--- src/core/acc_pkg.sv ---
// Purpose: Shared constants for the ambient calibration control bank
// Assumes: 16-bit registers on a 10-bit register address
// Notes: Offsets, field positions, reset values and cycle counts

package acc_pkg;

    // ---------------------------------------------------------------
    // Register map
    // ---------------------------------------------------------------
    localparam int ADDR_W = 10;
    localparam int DATA_W = 16;
    localparam logic [9:0] PWR_CTRL_OFS = 10'h000;
    localparam logic [9:0] CAL_EN_OFS = 10'h001;
    localparam logic [9:0] AMB_CTRL0_OFS = 10'h002;

    // ---------------------------------------------------------------
    // Field positions
    // ---------------------------------------------------------------
    localparam int MODE_LSB = 0;
    localparam int SEQ_LEN_LSB = 4;
    localparam int SOFT_RST_BIT = 10;
    localparam int FP_SKIP_LSB = 12;
    localparam int LP_SKIP_LSB = 14;
    localparam int FF_SKIP_LSB = 0;
    localparam int FP_HOLD_LSB = 4;
    localparam int LP_HOLD_LSB = 8;
    localparam int DROP_LSB = 12;
    localparam int FORCE_BIT = 14;
    localparam int RESTART_BIT = 15;

    // ---------------------------------------------------------------
    // Reset values and write masks
    // ---------------------------------------------------------------
    localparam logic [15:0] PWR_CTRL_RST = 16'h0000;
    localparam logic [15:0] CAL_EN_RST = 16'h0000;
    localparam logic [15:0] AMB_CTRL0_RST = 16'h0FF0;
    // Unused bit 13 and self-clearing bit 10 never store
    localparam logic [15:0] PWR_CTRL_WMASK = 16'hDBFF;

    // ---------------------------------------------------------------
    // Modes and limits
    // ---------------------------------------------------------------
    localparam logic [1:0] MODE_FULL = 2'h0;
    localparam logic [1:0] MODE_LOW = 2'h2;
    localparam logic [3:0] MAX_STAGE = 4'hB;
    localparam logic [3:0] MAX_FF_SKIP = 4'hB;
    localparam int FP_HOLD_MULT = 16;
    localparam int LP_HOLD_MULT = 4;
    localparam int TIMER_W = 9;

    // ---------------------------------------------------------------
    // Conversion timing
    // ---------------------------------------------------------------
    localparam int CLK_PERIOD_NS = 10;
    localparam int STAGE_TIME_NS = 1000;
    localparam int STAGE_CYCLES = (STAGE_TIME_NS + CLK_PERIOD_NS - 1)
                                  / CLK_PERIOD_NS;

endpackage

--- src/core/acc_ctrl.sv ---
// Purpose: Ambient calibration control registers and sequence control
// Assumes: Register port strobes come from logic on the same clock
// Notes: Calibration and filter decisions are taken at sequence end

`timescale 1ns/100ps

// Behaviour
// - Full power averaging skips 3/7/15/31
// - Low power averaging skips 0/1/2/3
// - Fast filter admits one, drops N
// - Full power hold: count x16 sequences
// - Low power hold: count x4 sequences
// - Power drop after scaled full-power count
// - Forced bit recalibrates every stage of the sequence
// - Restart bit returns to first stage, clears
// - Sequence converts N+1 stages, max twelve
// - Mode 00 full, 10 low, else shutdown
module acc_ctrl #(
    parameter int STAGE_CYCLES = acc_pkg::STAGE_CYCLES,
    parameter int STAGES = 12
) (
    input wire logic clock,
    input wire logic sys_rst,
    input wire logic [9:0] reg_addr,
    input wire logic reg_wr,
    input wire logic reg_rd,
    input wire logic [15:0] reg_wdata,
    output logic [15:0] reg_rdata,
    output logic reg_rvalid,
    input wire logic prox_detect,
    output logic [3:0] stage_index,
    output logic stage_start,
    output logic sequence_done,
    output logic [11:0] cal_update,
    output logic fifo_admit,
    output logic cal_hold,
    output logic low_power_active
);

    typedef enum logic [0:0] {ACC_SEQ_IDLE, ACC_SEQ_RUN} acc_seq_e;
    localparam int TW = acc_pkg::TIMER_W;
    localparam int DW = $clog2(STAGE_CYCLES + 1);

    if (STAGE_CYCLES < 1 || STAGES != 12) begin : g_chk
        $error("acc_ctrl: unsupported STAGE_CYCLES or STAGES");
    end

    function automatic logic [4:0] fp_skip(input logic [1:0] code);
        fp_skip = 5'((6'h04 << code) - 6'h01);
    endfunction

    // ---------------------------------------------------------------
    // Register bank
    // ---------------------------------------------------------------
    logic [15:0] pwr_ff, cal_en_ff, ctrl0_ff, rdata_ff;
    logic [15:0] nxt_pwr, nxt_cal_en, nxt_ctrl0, nxt_rdata;
    logic rvalid_ff;
    logic soft_rst, restart_wr;

    assign soft_rst = reg_wr && reg_addr == acc_pkg::PWR_CTRL_OFS
                      && reg_wdata[acc_pkg::SOFT_RST_BIT];
    assign restart_wr = reg_wr && reg_addr == acc_pkg::AMB_CTRL0_OFS
                        && reg_wdata[acc_pkg::RESTART_BIT];

    always_comb begin
        nxt_pwr = pwr_ff;
        nxt_cal_en = cal_en_ff;
        nxt_ctrl0 = ctrl0_ff;
        nxt_ctrl0[acc_pkg::RESTART_BIT] = 1'b0;
        if (soft_rst) begin
            nxt_pwr = acc_pkg::PWR_CTRL_RST;
            nxt_cal_en = acc_pkg::CAL_EN_RST;
            nxt_ctrl0 = acc_pkg::AMB_CTRL0_RST;
        end else if (reg_wr) begin
            unique case (reg_addr)
                acc_pkg::PWR_CTRL_OFS: begin
                    nxt_pwr = reg_wdata & acc_pkg::PWR_CTRL_WMASK;
                end
                acc_pkg::CAL_EN_OFS: begin
                    nxt_cal_en = reg_wdata;
                end
                acc_pkg::AMB_CTRL0_OFS: begin
                    nxt_ctrl0 = reg_wdata;
                end
                default: begin
                end
            endcase
        end
        nxt_rdata = 16'h0000;
        unique case (reg_addr)
            acc_pkg::PWR_CTRL_OFS: nxt_rdata = pwr_ff;
            acc_pkg::CAL_EN_OFS: nxt_rdata = cal_en_ff;
            acc_pkg::AMB_CTRL0_OFS: nxt_rdata = ctrl0_ff;
            default: nxt_rdata = 16'h0000;
        endcase
        if (!reg_rd) begin
            nxt_rdata = rdata_ff;
        end
    end

    always_ff @(posedge clock) begin
        if (sys_rst) begin
            pwr_ff <= acc_pkg::PWR_CTRL_RST;
            cal_en_ff <= acc_pkg::CAL_EN_RST;
            ctrl0_ff <= acc_pkg::AMB_CTRL0_RST;
            rdata_ff <= 16'h0000;
            rvalid_ff <= 1'b0;
        end else begin
            pwr_ff <= nxt_pwr;
            cal_en_ff <= nxt_cal_en;
            ctrl0_ff <= nxt_ctrl0;
            rdata_ff <= nxt_rdata;
            rvalid_ff <= reg_rd;
        end
    end

    assign reg_rdata = rdata_ff;
    assign reg_rvalid = rvalid_ff;

    // ---------------------------------------------------------------
    // Field decode
    // ---------------------------------------------------------------
    logic [1:0] mode, fp_code, lp_code, drop_code;
    logic [3:0] seq_len, last_stage, ff_n, fp_hold, lp_hold;
    logic conv_on, restart, forced, full_active;
    logic [11:0] stage_mask;
    logic drop_busy, hold_busy;
    logic [TW-1:0] hold_cnt, drop_cnt, hold_val, drop_val;

    assign mode = pwr_ff[acc_pkg::MODE_LSB +: 2];
    assign seq_len = pwr_ff[acc_pkg::SEQ_LEN_LSB +: 4];
    assign fp_code = cal_en_ff[acc_pkg::FP_SKIP_LSB +: 2];
    assign lp_code = cal_en_ff[acc_pkg::LP_SKIP_LSB +: 2];
    assign fp_hold = ctrl0_ff[acc_pkg::FP_HOLD_LSB +: 4];
    assign lp_hold = ctrl0_ff[acc_pkg::LP_HOLD_LSB +: 4];
    assign drop_code = ctrl0_ff[acc_pkg::DROP_LSB +: 2];
    assign forced = ctrl0_ff[acc_pkg::FORCE_BIT];
    assign restart = ctrl0_ff[acc_pkg::RESTART_BIT];
    // codes above the legal top are clamped
    assign ff_n = (ctrl0_ff[acc_pkg::FF_SKIP_LSB +: 4] > acc_pkg::MAX_FF_SKIP)
                  ? acc_pkg::MAX_FF_SKIP : ctrl0_ff[acc_pkg::FF_SKIP_LSB +: 4];
    assign last_stage = (seq_len > acc_pkg::MAX_STAGE)
                        ? acc_pkg::MAX_STAGE : seq_len;
    assign stage_mask = 12'((13'h0002 << last_stage) - 13'h0001);
    // only full and low power convert
    assign conv_on = (mode == acc_pkg::MODE_FULL)
                     || (mode == acc_pkg::MODE_LOW);
    assign full_active = (mode == acc_pkg::MODE_FULL)
                         || (mode == acc_pkg::MODE_LOW && drop_busy);

    // ---------------------------------------------------------------
    // Conversion sequencer
    // ---------------------------------------------------------------
    acc_seq_e state_ff, nxt_state;
    logic [DW-1:0] div_ff, nxt_div;
    logic [3:0] stage_ff, nxt_stage, idx_ff, nxt_idx;
    logic [4:0] avg_ff, nxt_avg, avg_skip;
    logic [3:0] ff_ff, nxt_ff;
    logic [11:0] upd_ff, nxt_upd;
    logic start_ff, done_ff, admit_ff, chold_ff, lp_ff;
    logic tick, conv_ev, seq_end, avg_take;

    assign tick = (div_ff == DW'(STAGE_CYCLES - 1));
    assign conv_ev = state_ff == ACC_SEQ_RUN && tick && !restart;
    assign seq_end = conv_ev && stage_ff == last_stage;
    // skip count by active power level
    assign avg_skip = full_active ? fp_skip(fp_code) : {3'h0, lp_code};
    assign avg_take = avg_ff >= avg_skip;

    always_comb begin
        nxt_state = conv_on ? ACC_SEQ_RUN : ACC_SEQ_IDLE;
        nxt_div = (tick || !conv_on) ? '0 : div_ff + 1'b1;
        nxt_stage = stage_ff;
        nxt_idx = idx_ff;
        nxt_avg = avg_ff;
        nxt_ff = ff_ff;
        nxt_upd = 12'h000;
        if (restart || state_ff == ACC_SEQ_IDLE) begin
            nxt_stage = 4'h0;
            nxt_ff = 4'h0;
        end else if (conv_ev) begin
            nxt_idx = stage_ff;
            nxt_stage = (stage_ff >= last_stage) ? 4'h0 : stage_ff + 4'h1;
        end
        if (seq_end) begin
            nxt_avg = avg_take ? 5'h00 : avg_ff + 5'h01;
            nxt_ff = (ff_ff == 4'h0) ? ff_n : ff_ff - 4'h1;
            if (forced) begin
                nxt_upd = stage_mask;
            end else if (avg_take && !(hold_busy || prox_detect)) begin
                nxt_upd = cal_en_ff[11:0] & stage_mask;
            end
        end
    end

    always_ff @(posedge clock) begin
        if (sys_rst || soft_rst) begin
            state_ff <= ACC_SEQ_IDLE;
            div_ff <= '0;
            stage_ff <= 4'h0;
            idx_ff <= 4'h0;
            avg_ff <= 5'h00;
            ff_ff <= 4'h0;
            upd_ff <= 12'h000;
            start_ff <= 1'b0;
            done_ff <= 1'b0;
            admit_ff <= 1'b0;
            chold_ff <= 1'b0;
            lp_ff <= 1'b0;
        end else begin
            state_ff <= nxt_state;
            div_ff <= nxt_div;
            stage_ff <= nxt_stage;
            idx_ff <= nxt_idx;
            avg_ff <= nxt_avg;
            ff_ff <= nxt_ff;
            upd_ff <= nxt_upd;
            start_ff <= conv_ev;
            done_ff <= seq_end;
            admit_ff <= seq_end && ff_ff == 4'h0;
            chold_ff <= hold_busy || prox_detect;
            lp_ff <= mode == acc_pkg::MODE_LOW && !drop_busy;
        end
    end

    assign stage_index = idx_ff;
    assign stage_start = start_ff;
    assign sequence_done = done_ff;
    assign cal_update = upd_ff;
    assign fifo_admit = admit_ff;
    assign cal_hold = chold_ff;
    assign low_power_active = lp_ff;

    // ---------------------------------------------------------------
    // Calibration hold and power drop timers
    // ---------------------------------------------------------------
    // hold length in sequences
    assign hold_val = full_active
        ? TW'(fp_hold) * TW'(acc_pkg::FP_HOLD_MULT)
        : TW'(lp_hold) * TW'(acc_pkg::LP_HOLD_MULT);
    // x16 scaled by 1.25..2.00 is x20..x32
    assign drop_val = TW'(fp_hold) * (TW'(20) + TW'(4) * TW'(drop_code));

    acc_hold_timer #(.WIDTH(TW)) u_hold (
        .clock(clock),
        .sys_rst(sys_rst),
        .clear(soft_rst),
        .load(prox_detect),
        .load_value(hold_val),
        .step(seq_end),
        .count(hold_cnt),
        .busy(hold_busy)
    );

    acc_hold_timer #(.WIDTH(TW)) u_drop (
        .clock(clock),
        .sys_rst(sys_rst),
        .clear(soft_rst),
        .load(prox_detect),
        .load_value(drop_val),
        .step(seq_end),
        .count(drop_cnt),
        .busy(drop_busy)
    );
endmodule

--- src/core/acc_hold_timer.sv ---
// Purpose: Sequence-counting down timer for hold and timeout periods
// Assumes: Load has priority over step
// Notes: Busy while the count is non-zero

`timescale 1ns/100ps

module acc_hold_timer #(
    parameter int WIDTH = acc_pkg::TIMER_W
) (
    input wire logic clock,
    input wire logic sys_rst,
    input wire logic clear,
    input wire logic load,
    input wire logic [WIDTH-1:0] load_value,
    input wire logic step,
    output logic [WIDTH-1:0] count,
    output logic busy
);

    logic [WIDTH-1:0] cnt_ff;
    logic [WIDTH-1:0] nxt_cnt;

    if (WIDTH < 1) begin : g_chk
        $error("acc_hold_timer: WIDTH must be at least 1");
    end

    always_comb begin
        nxt_cnt = cnt_ff;
        if (clear) begin
            nxt_cnt = '0;
        end else if (load) begin
            nxt_cnt = load_value;
        end else if (step && cnt_ff != '0) begin
            nxt_cnt = cnt_ff - 1'b1;
        end
    end

    always_ff @(posedge clock) begin
        if (sys_rst) begin
            cnt_ff <= '0;
        end else begin
            cnt_ff <= nxt_cnt;
        end
    end

    assign count = cnt_ff;
    assign busy = (cnt_ff != '0);

endmodule

--- config.mk ---
export PLATFORM = sky130hd
export DESIGN_NAME = acc_ctrl
export DESIGN_NICKNAME = d
export VERILOG_FILES = /design/src/core/acc_pkg.sv /design/src/core/acc_ctrl.sv /design/src/core/acc_hold_timer.sv
export SDC_FILE = /design/constraint.sdc
export NUM_CORES = 1
export LEC_CHECK = 0
export ABC_AREA = 1
export BUFFER_PORTS_ARGS = -buffer_cell sky130_fd_sc_hd__buf_2
export CAP_MARGIN = 20
export CORE_MARGIN = 4
export CORE_UTILIZATION = 48
export CTS_CLUSTER_DIAMETER = 100
export DETAILED_ROUTE_END_ITERATION = 6
export PLACE_DENSITY_LB_ADDON = 0.2
export SLEW_MARGIN = 5
export SYNTH_ARGS = -nofsm -noshare
export SYNTH_HDL_FRONTEND = slang
export SYNTH_SLANG_ARGS = --single-unit
--- constraint.sdc ---
create_clock -name clock -period 4.9 [get_ports clock]
set_clock_uncertainty 0.15 [all_clocks]
set_input_delay 0.735 -clock clock [delete_from_list [all_inputs] [get_ports clock]]
set_output_delay 0.735 -clock clock [all_outputs]
set_load 0.01 [all_outputs]
==> metrics.yaml, run 1 <==
status:
  outcome: "finished, final reports clean"
cts:
  ctsHtreeMaxLevel: 4
  cts_tree: "yes"
  postCtsSetupBuffers: 0
  root_buffer: "clkbuf_16"
  cts_buffer_depth: 2
  postCtsHoldBufs: 0
  cts.sinks: 123
  cts_made_buffers: 17
  path_clk_slew_ps: 60
  clk_latency_ps: 420
  ctsResizeCount: 0
critical_path:
  worstSetupPathType: "flip-flop to flip-flop"
  crit_path_end_kind: "flip-flop"
  r2r_slack_ps: 1410
  cp.arrival_ps: 3690
  worst-path-max-fanout: 15
  crit_required_ps: 5100
  cp-start-kind: "flip-flop"
global_routing:
  antenna_found_initial: 1
  overflow: 0
  grt_max_degree: 37
  grt_pass1_vias: 5714
  grt_pass1_wl_um: 28300
  track_usage_pct: 21.9
die:
  die_area_um2: 15700
  die_w_um: 125
  initial_utilization_pct: 49.6
  die-height_um: 125
  coreArea_um2: 13300
  row_count: 42
  boundaryPins: 69
sta:
  finalSetupViolations: 0
  holdWs_ps: 298
  max_freq_mhz: 287
  maxSlewViolCount: 0
  finalCritPeriodShare_pct: 71.2
  final_hold_viol_count: 0
  setup_ws_ps: 1410
  rsz0062_at_grt: "no"
  post-route-min-period_ps: 3490
  worst_pin_slew_ps: 847
  finalSetupTns_ps: 0
  max_slew_margin_pct: 43.1
power:
  power.leakage_uw: 0.00347
  powerDensity_nw_per_um2: 326
  total_power_uw: 2480
  clock_power_share_pct: 51.5
  p_sw_uw: 564
  vdd_drop_max_uv: 251
  swShare_pct: 22.7
  combPwrFrac_pct: 7.1
  p_seq_share_pct: 41.4
  p_int_uw: 1920
synth:
  postSynthAreaPerCell_um2: 6.84
  syn_area_um2: 6610
  ys_types: 35
  ys_seq_elements: 123
  ys_warn_count: 0
  synth_cells: 967
  syn_nets: 1030
  seq_area_frac_synth_pct: 37.2
final_layout:
  diodes: 0
  final_common_cell: "nand2_1"
  fill_cells: 1265
  stdcell_count: 1208
  final_cell_mix: "nand2_1, dfxtp_1, nand3_1"
  drive_above_1_share_pct: 14.1
  layout.nets: 1083
  area_growth_pct: 15.1
detailed_routing:
  drt_pre_antenna_iters: 7
  wl_per_cell_um: 14.0
  vias: 6225
  dr.first_iter.drc_count: 661
  viasPerCell: 5.15
  routed_wl_um: 16900
  drc: 0
  ant_nets: 0
placement:
  dp.cells: 1177
  dp_slack_ps: 1450
  gp_congestion: 0.871
  dpl.hpwl_um: 12200
  port_buffers: 68
job:
  cap_violations: 0
hold_path:
  hp-class: "flip-flop to flip-flop"
## cell families (layout without fill, tap and decap cells)
logic type / count (synthesis) / after routing / share of synthesized area, %
fa+ha+maj: 32 / 32 / 6.51
flops: 123 / 123 / 37.2
compound gates: 112 / 112 / 9.48
xor+xnor: 16 / 16 / 2.12
simple gates: 542 / 542 / 35.7
buf+inv: 142 / 207 / 8.93
## synth_stat cells
cell      number  share of area, %
a21o_1         1              0.11
nor2_1       113               6.4
o21a_1         1              0.11
nand2_2       14               1.3
nand3_2        3              0.45
a21boi_0       1              0.11
buf_2         19               1.4
o21ai_1        2              0.15
nor2_4         5              0.85
o21ai_0       24               1.8
inv_1         97               5.5
a21oi_2       10               1.3
nand3b_1       2              0.23
buf_4          3              0.34
xor2_1        13               1.7
fa_1           4               1.2
o21bai_1       1              0.11
a21oi_1       68               5.1
clkinv_1       1             0.057
or2_2          2              0.19
clkbuf_1      14              0.79
inv_2          5              0.28
nor3b_2        1              0.19
dfxtp_1      123                37
ha_1          28               5.3
xnor2_1        3              0.40
nor2_2         3              0.28
nand4_1       25               2.4
nand3_1      114               8.6
nor3_1         3              0.23
a21oi_4        1              0.25
a22oi_1        1              0.11
o31ai_1        2              0.23
buf_6          3              0.51
nand2_1      257                15
## metal layers
metal | up-vias | GRT usage [%] | share of wire [%]
met5 | - | 0 | 0.041
met4 | 2 | 6.51 | 1.7
met3 | 30 | 4.90 | 6.0
met2 | 164 | 34.4 | 46
met1 | 2815 | 30.2 | 47
li1 | 3214 | - | -
## critical path, cell delays in order, from the launching register on
cell,delay (ps)
dfxtp_1,310
inv_1,130
ha_1,160
nand2_1,50
nor2_1,140
nand3_1,230
nand2_1,230
inv_1,120
or2_2,290
ha_1,270
o21ai_0,150
nand4_1,650
nor2_1,350
nand2_1,80
a21oi_1,120
## power by group through the flow
| stage | logic [uW] | clock network (uW) | registers, uW |
|---|---|---|---|
| 2_1_floorplan | 129 | 0 | 1050 |
| 3_3_place_gp | 175 | 0 | 1050 |
| 3_5_place_dp | 174 | 0 | 1050 |
| 4_1_cts | 175 | 1300 | 1030 |
| 5_1_grt | 203 | 1350 | 1030 |
| 6_report | 175 | 1280 | 1030 |
## sequential cells by signal (all words and copies together), names as in the netlist, 7 cells and up
signal / count
pwr_ff: 14
cal_update: 12
u_hold.count: 9
ctrl0_ff: 16
div_ff: 7
cal_en_ff: 16
reg_rdata: 16
u_drop.count: 9
## cell type report
| class | count | area [um2] | share of cell area, % |
|---|---|---|---|
| Tap cell | 176 | 220 | 2.89 |
| Clock inverter | 7 | 113 | 1.48 |
| Multi-Input combinational cell | 702 | 3560 | 46.8 |
| Inverter | 103 | 387 | 5.08 |
| Timing Repair Buffer | 73 | 378 | 4.96 |
| Clock buffer | 24 | 492 | 6.46 |
| Sequential cell | 123 | 2460 | 32.3 |
## stage by stage
stage / area, um2 / util [%]
floorplan: 6610 / -
global placement: 7010 / 52.5
detailed placement: 7010 / 52.5
CTS: 7610 / 57.0
global route: 7610 / 57.0
finish: 7610 / 57.0
## worst paths after layout
| kind | depth (start not counted) | start | to |
|---|---|---|---|
| max | 14 | u_drop.count[0]$_SDFFE_PP0P_ | avg_ff[1]$_SDFFE_PP0P_ |
| min | 1 | div_ff[0]$_SDFF_PP0_ | div_ff[0]$_SDFF_PP0_ |
| max reg2reg | 14 | u_drop.count[0]$_SDFFE_PP0P_ | avg_ff[1]$_SDFFE_PP0P_ |
| min reg2reg | 1 | div_ff[0]$_SDFF_PP0_ | div_ff[0]$_SDFF_PP0_ |
Note: power is estimated with default switching activity, not from simulation.
==> run 2: changes to the inputs <==
--- a/config.mk
+++ b/config.mk
@@ -5,7 +5,7 @@
 export SDC_FILE = /design/constraint.sdc
 export NUM_CORES = 1
 export LEC_CHECK = 0
-export ABC_AREA = 1
+export ABC_AREA = 0
 export BUFFER_PORTS_ARGS = -buffer_cell sky130_fd_sc_hd__buf_2
 export CAP_MARGIN = 20
 export CORE_MARGIN = 4
==> constraint.sdc (replaced) <==
create_clock -name clock -period 3.5 [get_ports clock]
set_clock_uncertainty 0.15 [all_clocks]
set_input_delay 0.525 -clock clock [delete_from_list [all_inputs] [get_ports clock]]
set_output_delay 0.525 -clock clock [all_outputs]
set_load 0.01 [all_outputs]
==> metrics.yaml, run 2 <==
cts:
  ctsHtreeMaxLevel: 4
  path_clk_slew_ps: 50
  postCtsSetupBuffers: 0
  clk_latency_ps: 420
  cts.sinks: 123
  cts_buffer_depth: 2
  cts_tree: "yes"
  cts_made_buffers: 17
  root_buffer: "clkbuf_16"
sta:
  final_hold_viol_count: 0
  finalCritPeriodShare_pct: 93.7
  finalSetupViolations: 0
  finalSetupTns_ps: 0
  post-route-min-period_ps: 3280
  worst_pin_slew_ps: 957
  rsz0062_at_grt: "no"
  max_freq_mhz: 305
  max_slew_margin_pct: 36.1
  maxSlewViolCount: 0
status:
  outcome: "finished, final reports clean"
critical_path:
  cp.arrival_ps: 3410
  worst-path-max-fanout: 7
  cp-start-kind: "flip-flop"
  r2r_slack_ps: 220
  crit_family: "adder cells"
  worstSetupPathType: "flip-flop to flip-flop"
  max_stage_delay_ps: 510
  critPathSlowestCell: "fa_1"
  crit_path_end_kind: "flip-flop"
  crit_chain: "ha_4 -> nand2_1 -> fa_1 -> inv_1 -> fa_2 -> fa_1 -> a21o_1 -> a21oi_1 -> xnor2_1 -> a21oi_1 -> a21boi_0"
  critPathBufInv: 1
  crit_required_ps: 3630
final_layout:
  final_cell_mix: "nand2_1, dfxtp_1, a21oi_1"
  drive_above_1_share_pct: 17.0
  layout.nets: 854
  area_growth_pct: 21.1
  final_common_cell: "nand2_1"
  stdcell_area_um2: 7270
  diodes: 0
synth:
  synth_top_area_share_pct: 41.0
  synthArstFlopShare_pct: 0
  synth-edff-count: 0
  synthFlopType: "dfxtp_1"
  ys_types: 58
  ys_seq_elements: 123
  syn_nets: 787
  seq_area_frac_synth_pct: 41.0
  synth_commonest_cells: "nand2_1, dfxtp_1, a21oi_1"
  synthTopCellsByArea: "dfxtp_1, nand2_1, a21oi_1"
  synth_cells: 724
  syn_area_um2: 6000
  yosys.area.top_type: "dfxtp_1"
  postSynthAreaPerCell_um2: 8.29
  ys_warn_count: 0
  yosysMostFrequentCell: "nand2_1"
global_routing:
  grt_pass1_vias: 5514
  grt_max_degree: 47
  track_usage_pct: 24.2
  antenna_found_initial: 0
  grtUsageMet2_pct: 39.0
  grt_pass1_wl_um: 27600
  busiest_layer: "met2"
  use_met3_pct: 5.47
  overflow: 0
  use_met1_pct: 31.6
detailed_routing:
  drt_pre_antenna_iters: 6
  vias: 5712
  dr.first_iter.drc_count: 617
  wl_per_cell_um: 17.6
  viasPerCell: 5.88
  routed_wl_um: 17200
  drc: 0
  ant_nets: 0
die:
  die-height_um: 120
  die_w_um: 120
  coreArea_um2: 12100
  die_area_um2: 14400
  initial_utilization_pct: 49.6
  row_count: 40
  boundaryPins: 69
placement:
  port_buffers: 68
  dpl.hpwl_um: 12100
  gp_congestion: 0.951
  placed_area_um2: 6610
power:
  powerDensity_nw_per_um2: 480
  power.leakage_uw: 0.00279
  vdd_drop_max_uv: 441
job:
  cap_violations: 0
hold_path:
  hp-class: "input port to flip-flop"
-- run 2: cell count changes in the layout (fill, tap and decap cells not counted), moves of 10 or more --
cell	delta
nand2_1	-121
inv_1	-71
nor2_1	-71
nand3_1	-63
buf_4	+16
nand4_1	-15
a221oi_1	+14
a222oi_1	+14
nor3_1	+13
nand2_2	-12
a21oi_2	-10
-- run 2: power by group --
group | leakage, uW | internal, uW | switching [uW]
Combinational | 0.00148 | 43.2 | 87.7
Sequential | 0.000996 | 1420 | 12.2
Clock | 0.000315 | 1320 | 611
-- run 2: per-layer routing --
layer / vias up / wire length, um
met1: 2701 / 7350
met5: - / 0
met2: 241 / 8000
met3: 33 / 1370
li1: 2737 / -
met4: 0 / 433
-- run 2: area by class of cell --
class	count	area, um2
fillers	1059	4840
multi-input cells	532	3310
flip-flops and latches	123	2460
repair buffers	91	538
clock buffers	25	485
well taps	168	210
clock inverters	7	160
inverters	26	97.6
-- run 2: worst register-to-register path: cells and delay by family (launching register included) --
kind / cells / cell delay [ps]
compound gates: 4 / 580
xor+xnor: 1 / 130
fa+ha+maj: 4 / 1780
buf+inv: 1 / 60
flops: 1 / 360
simple gates: 1 / 70
-- run 2: kinds of logic after synthesis --
family / Yosys count / share of synthesized area (%)
buffers and inverters: 69 / 4.52
AOI/OAI and AO/OA: 158 / 17.8
xor gates and xnor gates: 22 / 3.21
and+or+nand+nor: 313 / 25.1
DFF: 123 / 41.0
adders and majority gates: 32 / 7.17
muxes: 7 / 1.19
-- run 2: path summary, 6_finish.rpt --
kind / startpoint / endpoint / cells after the start
max reg2reg: ctrl0_ff[12]$_SDFFE_PP0P_ / u_drop.count[8]$_SDFFE_PP0P_ / 11
min: reg_wdata[11] / ctrl0_ff[11]$_SDFFE_PP1P_ / 3
min reg2reg: div_ff[0]$_SDFF_PP0_ / div_ff[0]$_SDFF_PP0_ / 1
max: ctrl0_ff[12]$_SDFFE_PP0P_ / u_drop.count[8]$_SDFFE_PP0P_ / 11
-- run 2: timing repair --
action,4_1_cts,5_1_grt
setup endpoints to repair,0,1
hold buffers,0,0
gates resized for setup,0,3
endpoints found under the hold margin,0,0
-- run 2: metrics by stage --
step	total power, uW	setup WS [ps]	cells	hold WS (ps)	utilization (%)
after floorplan	1520	107	724	263	-
after global placement	1580	182	940	273	54.6
after detailed placement	1590	86.5	940	291	54.6
after CTS	3500	76.7	972	200	59.9
after global routing	3580	12.2	972	230	60.0
final	3490	222	972	210	60.0
